$ cat src/logic/pwm_pkg.sv
// pwm_pkg: register map, field positions, reset values and widths of one pwm channel
// assumes a 32-bit apb slave and a shared 8-bit period timer living outside the channel
package pwm_pkg;

    // register byte offsets
    localparam logic [11:0] CTRL_OFFSET      = 12'h000;
    localparam logic [11:0] DUTY_HIGH_OFFSET = 12'h004;
    localparam logic [11:0] DUTY_LOW_OFFSET  = 12'h008;

    // channel_control field positions
    localparam int unsigned MODULE_ENABLE_POS = 7;
    localparam int unsigned PIN_DRIVE_POS     = 6;
    localparam int unsigned OUTPUT_VALUE_POS  = 5;
    localparam int unsigned POLARITY_POS      = 4;

    // duty_low_bits field position (two bits at 7..6)
    localparam int unsigned DUTY_LOW_POS = 6;

    // widths
    localparam int unsigned DUTY_W  = 10;
    localparam int unsigned TIMER_W = 8;

    // values after reset
    localparam logic        CTRL_BIT_RESET = 1'b0;
    localparam logic [9:0]  DUTY_RESET     = 10'h000;
    localparam logic [31:0] RDATA_RESET    = 32'h0000_0000;

endpackage

$ cat src/logic/pwm_duty_compare.sv
// pwm_duty_compare: double-buffered duty compare and raw (active-high) waveform of one channel
// assumes timeBase, periodValue and periodMatch come from the shared timer on the same clock
module pwm_duty_compare
    import pwm_pkg::*;
#(
    parameter int unsigned DW = DUTY_W,
    parameter int unsigned TW = TIMER_W
) (
    // clock and reset
    input  wire logic          clk,
    input  wire logic          rst_n,
    input  wire logic          cke,
    // control
    input  wire logic          enable,
    input  wire logic [DW-1:0] dutyNew,
    // shared time base
    input  wire logic [DW-1:0] timeBase,
    input  wire logic [TW-1:0] periodValue,
    input  wire logic          periodMatch,
    // waveform
    output logic               waveActive
);

    logic [DW-1:0] dutyBuf_ff;
    logic          wave_ff;
    logic [DW:0]   periodSpan;
    logic          fullDuty;
    logic          dutyHit;

    // one period spans 4*(period+1) time-base steps
    assign periodSpan = {({1'b0, periodValue} + (TW+1)'(1)), 2'b00};
    assign fullDuty   = {1'b0, dutyBuf_ff} >= periodSpan;
    assign dutyHit    = (timeBase == dutyBuf_ff) && !fullDuty;
    assign waveActive = wave_ff;

    // buffers copy only at the period match so a half-written pair reaches the compare only when a match falls between its two writes
    always_ff @(posedge clk or negedge rst_n) begin
        if (!rst_n) begin
            dutyBuf_ff <= DUTY_RESET;
        end else if (cke && periodMatch) begin
            dutyBuf_ff <= dutyNew;
        end
    end

    always_ff @(posedge clk or negedge rst_n) begin
        if (!rst_n) begin
            wave_ff <= 1'b0;
        end else if (cke) begin
            if (!enable) begin
                wave_ff <= 1'b0;
            end else if (periodMatch) begin
                wave_ff <= (dutyNew != DUTY_RESET);
            end else if (dutyHit) begin
                wave_ff <= 1'b0;
            end
        end
    end
endmodule // pwm_duty_compare

$ cat src/logic/pwm_control_and_duty_regs.sv
// pwm_control_and_duty_regs: apb register set and pin output of one pwm channel
// assumes an apb master on clk and a shared period timer (time base, period, match) on clk
module pwm_control_and_duty_regs
    import pwm_pkg::*;
#(
    parameter int unsigned AW = 12
) (
    // clock, reset, clock enable
    input  wire logic           clk,
    input  wire logic           rst_n,
    input  wire logic           cke,
    input  wire logic           softReset,
    // apb slave
    input  wire logic [AW-1:0]  paddr,
    input  wire logic           psel,
    input  wire logic           penable,
    input  wire logic           pwrite,
    input  wire logic [31:0]    pwdata,
    output logic [31:0]         prdata,
    output logic                pready,
    output logic                pslverr,
    // shared period timer
    input  wire logic [DUTY_W-1:0]  timeBase,
    input  wire logic [TIMER_W-1:0] periodValue,
    input  wire logic               periodMatch,
    // pin
    output logic                pinOut,
    output logic                pinOutEnable
);

    logic              moduleEnable_ff;
    logic              pinDrive_ff;
    logic              polarity_ff;
    logic [7:0]        dutyHigh_ff;
    logic [1:0]        dutyLow_ff;
    logic              outValue_ff;
    logic              pinOe_ff;
    logic [31:0]       prdata_ff;
    logic              pready_ff;
    logic              pslverr_ff;
    logic [31:0]       nxt_prdata;
    logic              nxt_pslverr;
    logic              setupPhase;
    logic              writeDone;
    logic              hitCtrl;
    logic              hitHigh;
    logic              hitLow;
    logic              waveActive;
    logic [DUTY_W-1:0] dutyValue;

    assign setupPhase = psel && !penable;
    assign writeDone  = psel && penable && pready_ff && pwrite && !pslverr_ff;
    assign hitCtrl    = (paddr == AW'(CTRL_OFFSET));
    assign hitHigh    = (paddr == AW'(DUTY_HIGH_OFFSET));
    assign hitLow     = (paddr == AW'(DUTY_LOW_OFFSET));
    assign dutyValue  = {dutyHigh_ff, dutyLow_ff};

    assign prdata       = prdata_ff;
    assign pready       = pready_ff;
    assign pslverr      = pslverr_ff;
    assign pinOut       = outValue_ff;
    assign pinOutEnable = pinOe_ff;

    // control bits: both resets clear them
    always_ff @(posedge clk or negedge rst_n) begin
        if (!rst_n) begin
            moduleEnable_ff <= CTRL_BIT_RESET;
            pinDrive_ff     <= CTRL_BIT_RESET;
            polarity_ff     <= CTRL_BIT_RESET;
        end else if (cke) begin
            if (softReset) begin
                moduleEnable_ff <= CTRL_BIT_RESET;
                pinDrive_ff     <= CTRL_BIT_RESET;
                polarity_ff     <= CTRL_BIT_RESET;
            end else if (writeDone && hitCtrl) begin
                moduleEnable_ff <= pwdata[MODULE_ENABLE_POS];
                pinDrive_ff     <= pwdata[PIN_DRIVE_POS];
                polarity_ff     <= pwdata[POLARITY_POS];
            end
        end
    end

    // duty pair: only power-on reset touches it; the soft reset leaves it alone
    always_ff @(posedge clk or negedge rst_n) begin
        if (!rst_n) begin
            dutyHigh_ff <= DUTY_RESET[DUTY_W-1:2];
            dutyLow_ff  <= DUTY_RESET[1:0];
        end else if (cke && !softReset) begin
            if (writeDone && hitHigh) begin
                dutyHigh_ff <= pwdata[7:0];
            end
            if (writeDone && hitLow) begin
                dutyLow_ff <= pwdata[DUTY_LOW_POS +: 2];
            end
        end
    end

    pwm_duty_compare #(
        .DW (DUTY_W),
        .TW (TIMER_W)
    ) u_compare (
        .clk         (clk),
        .rst_n       (rst_n),
        .cke         (cke),
        .enable      (moduleEnable_ff),
        .dutyNew     (dutyValue),
        .timeBase    (timeBase),
        .periodValue (periodValue),
        .periodMatch (periodMatch),
        .waveActive  (waveActive)
    );

    // pin output registered so the pin and the read-back bit never disagree
    always_ff @(posedge clk or negedge rst_n) begin
        if (!rst_n) begin
            outValue_ff <= CTRL_BIT_RESET;
            pinOe_ff    <= CTRL_BIT_RESET;
        end else if (cke) begin
            outValue_ff <= waveActive ^ polarity_ff;
            pinOe_ff    <= pinDrive_ff && !softReset;
        end
    end

    // read data prepared in the setup cycle; reserved bits read zero
    always_comb begin
        nxt_prdata  = RDATA_RESET;
        nxt_pslverr = 1'b0;
        if (hitCtrl) begin
            nxt_prdata[MODULE_ENABLE_POS] = moduleEnable_ff;
            nxt_prdata[PIN_DRIVE_POS]     = pinDrive_ff;
            nxt_prdata[OUTPUT_VALUE_POS]  = outValue_ff;
            nxt_prdata[POLARITY_POS]      = polarity_ff;
        end else if (hitHigh) begin
            nxt_prdata[7:0] = dutyHigh_ff;
        end else if (hitLow) begin
            nxt_prdata[DUTY_LOW_POS +: 2] = dutyLow_ff;
        end else begin
            nxt_pslverr = 1'b1;
        end
    end

    // one wait-free access: pready rises with the first access cycle
    always_ff @(posedge clk or negedge rst_n) begin
        if (!rst_n) begin
            prdata_ff  <= RDATA_RESET;
            pready_ff  <= 1'b0;
            pslverr_ff <= 1'b0;
        end else if (cke) begin
            pready_ff  <= setupPhase;
            pslverr_ff <= setupPhase && nxt_pslverr;
            if (setupPhase && !pwrite) begin
                prdata_ff <= nxt_prdata;
            end
        end
    end
endmodule // pwm_control_and_duty_regs

$ cat config.mk
export PLATFORM = sky130hd
export DESIGN_NAME = pwm_control_and_duty_regs
export DESIGN_NICKNAME = d
export VERILOG_FILES = /design/src/logic/pwm_pkg.sv /design/src/logic/pwm_duty_compare.sv /design/src/logic/pwm_control_and_duty_regs.sv
export SDC_FILE = /design/constraint.sdc
export NUM_CORES = 1
export LEC_CHECK = 0
export ABC_AREA = 1
export BUFFER_PORTS_ARGS = -buffer_cell sky130_fd_sc_hd__buf_2
export CAP_MARGIN = 30
export CORE_MARGIN = 2
export CORE_UTILIZATION = 45
export DETAILED_ROUTE_END_ITERATION = 7
export PLACE_DENSITY = 0.77
export REMOVE_ABC_BUFFERS = 1
export SETUP_SLACK_MARGIN = 0.2
export SLEW_MARGIN = 20
export SYNTH_ARGS = -nofsm -noshare
export SYNTH_HDL_FRONTEND = slang
export SYNTH_SLANG_ARGS = --single-unit
$ cat constraint.sdc
create_clock -name clk -period 2.6 [get_ports clk]
set_clock_uncertainty 0.05 [all_clocks]
set_input_delay 0.26 -clock clk [delete_from_list [all_inputs] [get_ports clk]]
set_output_delay 0.26 -clock clk [all_outputs]
set_load 0.05 [all_outputs]
# --- Word level (Yosys, flattened, before mapping) ---
# Index checks and enable logic that the tools add are counted.
totals:
  ff_bits: 36
  inputBits: 70
classes:
  n_addsub: 1
  magnitude_cmp: 1
  n_eq_ne: 4
  n_mux: 17
  bitwise: 1
  n_reduce_logical: 27
ops:
  columns: ["operator", "n"]
  rows:
  - ["logical AND 1 bit", 14]
  - ["equality test 12 x 3 -> 1 bit (second input constant)", 1]
  - ["equality test 12 x 4 -> 1 bit (second input constant)", 1]
  - ["zero test 12 bit", 1]
  - ["two-way mux 1 bit", 12]
  - [">= comparator 10 x 11 -> 1 bit", 1]
  - ["equality test 10 bit", 1]
  - ["AND reduction 2 bit", 5]
  - ["nonzero test 10 bit", 1]
  - ["adder 8 x 1 -> 9 bit (second input constant)", 1]
  - ["two-way mux 4 bit", 2]
  - ["two-way mux 6 bit", 1]
  - ["zero test 1 bit", 5]
  - ["two-way mux 2 bit", 2]
  - ["!= test 3 x 2 -> 1 bit (second input constant)", 1]
  - ["nonzero test 2 bit", 1]
  - ["bitwise XOR 1 bit", 1]

# --- Logic depth before layout (Yosys ltp) ---
depth:
  depth_word: 7
  ltp_mapped: 16

# --- Cells and area by module ---
# From an unflattened synthesis, not the netlist that was laid out.
hier_totals:
  hier_cells: 334
  hier_area_um2: 2409.8
modules_own_cells:
  columns: ["module", "n_inst", "cells_per_inst", "area_each_um2", "seq_area_each_um2"]
  rows:
  - ["pwm_control_and_duty_regs", 1, 182, 1430.1, 625.6]
  - ["pwm_duty_compare", 1, 152, 979.7, 275.3]

# --- Worst setup path after synthesis ---
# No wires, ideal clock.
synth_timing:
  path_kind: "in2reg"
  startpoint: "input periodValue[0]"
  endpoint: "register u_compare.wave_ff, in the netlist u_compare.waveActive"
  setup_time_ps: 116
  arrival_time_ps: 1686
  slack_ps: 748
  cell_stages: 16
  path_cell_list: "ha_1 -> nand3_1 -> nor2_1 -> xor2_1 -> ha_1 -> nand2_1 -> inv_1 -> nand2_1 -> and2_1 -> nand2_1 -> nand2_1 -> nand3_1 -> nand2_1 -> nand2_1 -> nand2_1 -> nand2_1"
synth_between:
  elab_chain_cells: 6
synth_lines:
  columns: ["item", "line_no", "source"]
  rows:
  - ["start, declared", "pwm_control_and_duty_regs.sv:24", "input wire logic [TIMER_W-1:0] periodValue,"]
  - ["adder 8 x 1 -> 9 bit", "pwm_duty_compare.sv:31", "assign periodSpan = {({1'b0, periodValue} + (TW+1)'(1)), 2'b00};"]
  - [">= comparator 10 x 11 -> 1 bit", "pwm_duty_compare.sv:32", "assign fullDuty = {1'b0, dutyBuf_ff} >= periodSpan;"]
  - ["zero test 1 bit", "pwm_duty_compare.sv:33", "assign dutyHit = (timeBase == dutyBuf_ff) && !fullDuty;"]
  - ["logical AND 1 bit", "pwm_duty_compare.sv:33", null]
  - ["!= test 3 x 2 -> 1 bit (no line)", null, null]
  - ["AND reduction 2 bit (no line)", null, null]
  - ["end signal, assigned", "pwm_duty_compare.sv:52", "wave_ff <= (dutyNew != DUTY_RESET);"]
  - ["end, declared", "pwm_duty_compare.sv:25", "logic wave_ff;"]
# No other way between the ends.
# A chain may end at the register's enable or synchronous reset.

# --- Final worst setup path ---
# Same ends and word-level chain as after synthesis.

==> results.yml <==
outcome:
  status: "complete, but fails checks"
  violations: "negative hold slack"
pwr:
  p_sw_uw: 430
  p_comb_frac: 0.234
  ir_drop_mv: 0.319
  switching_share: 0.323
  intPower_uw: 903
  pwr-share-clk: 0.315
  p_leak_nw: 1.48
  total_power_mw: 1.33
  pwr-share-seq: 0.451
  pwr_density_cell_nw_per_um2: 497
critical_path:
  ff2ff_path_depth: 12
  critical_path.endpoint: "u_compare.waveActive"
  startpoint: "periodValue[0]"
  critPathKind: "input port to register"
  critical_path_arrival_ns: 2.03
  r2r_start: "u_compare.dutyBuf_ff[9]"
  rr_endpoint: "u_compare.waveActive"
  crit_path_max_fanout: 4
  r2r_slack_ns: 0.97
  critPathRequiredTime_ns: 2.73
  cp-end-kind: "register"
  start_kind: "input port"
synth:
  synthAdderAreaFrac: 0.0485
  yosysTopAreaCellShare: 0.388
  synth.area.mux_share: 0.00971
  netlist_top_cells_area: "dfrtp_1, nand2_1, buf_4"
  synth-edff-count: 0
  synth_seq_area_share: 0.388
  synth_simple_gate_area_frac: 0.248
  syn-cell-area_sq_um: 2320
  yosysTopAreaCell: "dfrtp_1"
  synth-compound-area-share: 0.111
  synth.distinct_cells: 31
  synth.avg_cell_area_sq_um: 7.73
  synth_ff_type: "dfrtp_1"
  synth_xor_area_frac: 0.0378
  synthTopCellsByCount: "nand2_1, inv_1, dfrtp_1, nor2_1, buf_4"
  ys_seq_elements: 36
  synthArstFlopShare: 1.00
  synth.yosys.warnings: 0
  synth_cells: 300
  synth_top_family_by_area: "simple AND/OR/NAND/NOR gates"
  synth.most_common_cell: "nand2_1"
floorplanning:
  start_util: 0.460
  row_count: 26
  die_w_um: 75.8
  die_y_um: 75.8
  die_area_sq_um: 5740
  ios: 106
  core_sq_um: 5040
detailed_routing:
  vias: 1968
  ant_nets: 0
  firstDrtPassIters: 4
  post_drt_wl_per_cell_um: 10.5
  drc_errors: 0
  wl_mm: 4.52
  via_per_inst: 4.57
  dr.first_iter.drc_count: 68
sta:
  drv_slew: 0
  period_share: 0.732
  fmax_ghz: 0.525
  hold-worst-slack_ns: -0.00763
  hold_viol: 8
  finalCriticalPeriod_ns: 1.90
  rsz0062_at_grt: "false"
  setup_viol: 0
  worst_pin_slew_ns: 0.772
  max-slew-margin-rel: 0.486
  tns_ns: 0
clock_network:
  cts_max_level: 2
  cts.clk_slew.worst_paths_ns: 0.07
  cts-hold-fix-buffers: 0
  ctsResizeCount: 0
  cts_buffers: 5
  post-cts-setup-buffers: 0
  cts.sinks: 36
  clock_path_buffers: 2
  insertion_delay_ns: 0.29
  clockRootBuffer: "clkbuf_8"
  cts_tree: "done"
cells_and_area:
  antennaDiodeCount: 0
  layout-drive-gt1-share: 0.233
  syn_to_final_growth_pct: 15.5
  final_cells: 431
  nets: 440
global_routing:
  grt_pass1_wl_mm: 7.62
  antenna_found_initial: 0
  grt_start_max_net_pins: 37
  overflow: 0
  grt_pass1_vias: 1810
  grtUsageTotal: 0.175
placement:
  dp_hpwl_mm: 3.66
  placed_cells: 424
  place_congestion: 0.850
  io_buffers: 57
job:
  maxCapViolCount: 0
worst_hold_path:
  hp-class: "input port to asynchronous set/reset pin"
[layout make-up]
| cell class | count | area, sq um |
|---|---|---|
| multi-input cells | 217 | 1140 |
| repair buffers | 57 | 285 |
| clock buffers | 7 | 96.3 |
| well taps | 70 | 87.6 |
| fillers | 483 | 2360 |
| flip-flops and latches | 36 | 901 |
| inverters | 44 | 165 |
[placed cells by master, fill, tap and decap left out, drive strengths merged]
master / instances
o21ai: 23
nand3b: 1
nor2: 39
mux2: 2
and2: 1
xor2: 6
nor3: 3
buf: 57
xnor2: 4
conb: 24
a21oi: 10
o221ai: 2
dfrtp: 36
nand3: 12
clkbuf: 7
nor4: 1
nand4: 4
ha: 9
inv: 44
nand2: 70
o21a: 2
o31ai: 4
[layer usage]
| layer | vias up | part of all wire | wire (um) | global-route usage |
|---|---|---|---|---|
| li1 | 1018 | - | - | - |
| met2 | 63 | 0.48 | 2170 | 0.304 |
| met1 | 881 | 0.45 | 2040 | 0.216 |
| met5 | - | 0 | 0 | 0 |
| met4 | 0 | 0.011 | 49 | 0.0526 |
| met3 | 6 | 0.056 | 252 | 0.0397 |
[how the worst min path moves through the flow]
stage	slack, ns	from	to
3_5_place_dp	0.34	rst_n	dutyHigh_ff[6]
3_3_place_gp	0.33	rst_n	pinOutEnable
5_1_grt	0.07	rst_n	dutyHigh_ff[0]
6_report	-0.008	rst_n	dutyHigh_ff[6]
2_1_floorplan	-0.09	rst_n	dutyHigh_ff[0]
4_1_cts	0.03	rst_n	dutyHigh_ff[6]
[cells by family (layout without fill, tap and decap cells)]
kind of cell	after synthesis	count (layout)
compound gates	41	41
xor+xnor	10	10
fa+ha+maj	9	9
buf+inv	70	108
flops	36	36
mux	2	2
other cells	1	24
simple gates	131	131
[per-stage QoR]
step	cell area [sq um]	setup slack, ns	utilization
floorplan	2210	0.748	-
detailed placement	2580	0.390	0.512
finish	2680	0.697	0.532
CTS	2680	0.682	0.532
global route	2680	0.445	0.532
global placement	2580	0.440	0.512
[state kept, by name (all words and copies together), names as in the netlist]
signal,cells
dutyHigh_ff,8
dutyLow_ff,2
moduleEnable_ff,1
pinDrive_ff,1
pinOut,1
pinOutEnable,1
polarity_ff,1
prdata,8
pready,1
pslverr,1
u_compare.dutyBuf_ff,10
u_compare.waveActive,1
[power by group through the flow]
stage / clock network (mW) / registers [mW] / logic (mW)
2_1_floorplan: 0 / 0.661 / 0.175
3_3_place_gp: 0 / 0.611 / 0.308
3_5_place_dp: 0 / 0.612 / 0.314
4_1_cts: 0.427 / 0.601 / 0.314
5_1_grt: 0.453 / 0.605 / 0.348
6_report: 0.421 / 0.601 / 0.312
[worst max-delay path: stages]
cell,delay (ns)
buf_2,0.11
ha_1,0.18
nand3_1,0.12
nor2_1,0.21
xor2_1,0.18
ha_1,0.24
nand2_1,0.05
inv_1,0.06
nand2_1,0.05
and2_1,0.12
nand2_1,0.05
nand2_1,0.05
nand3_1,0.09
nand2_1,0.10
nand2_1,0.05
nand2_1,0.05
nand2_1,0.05
Power figures use the tool's default switching activity.
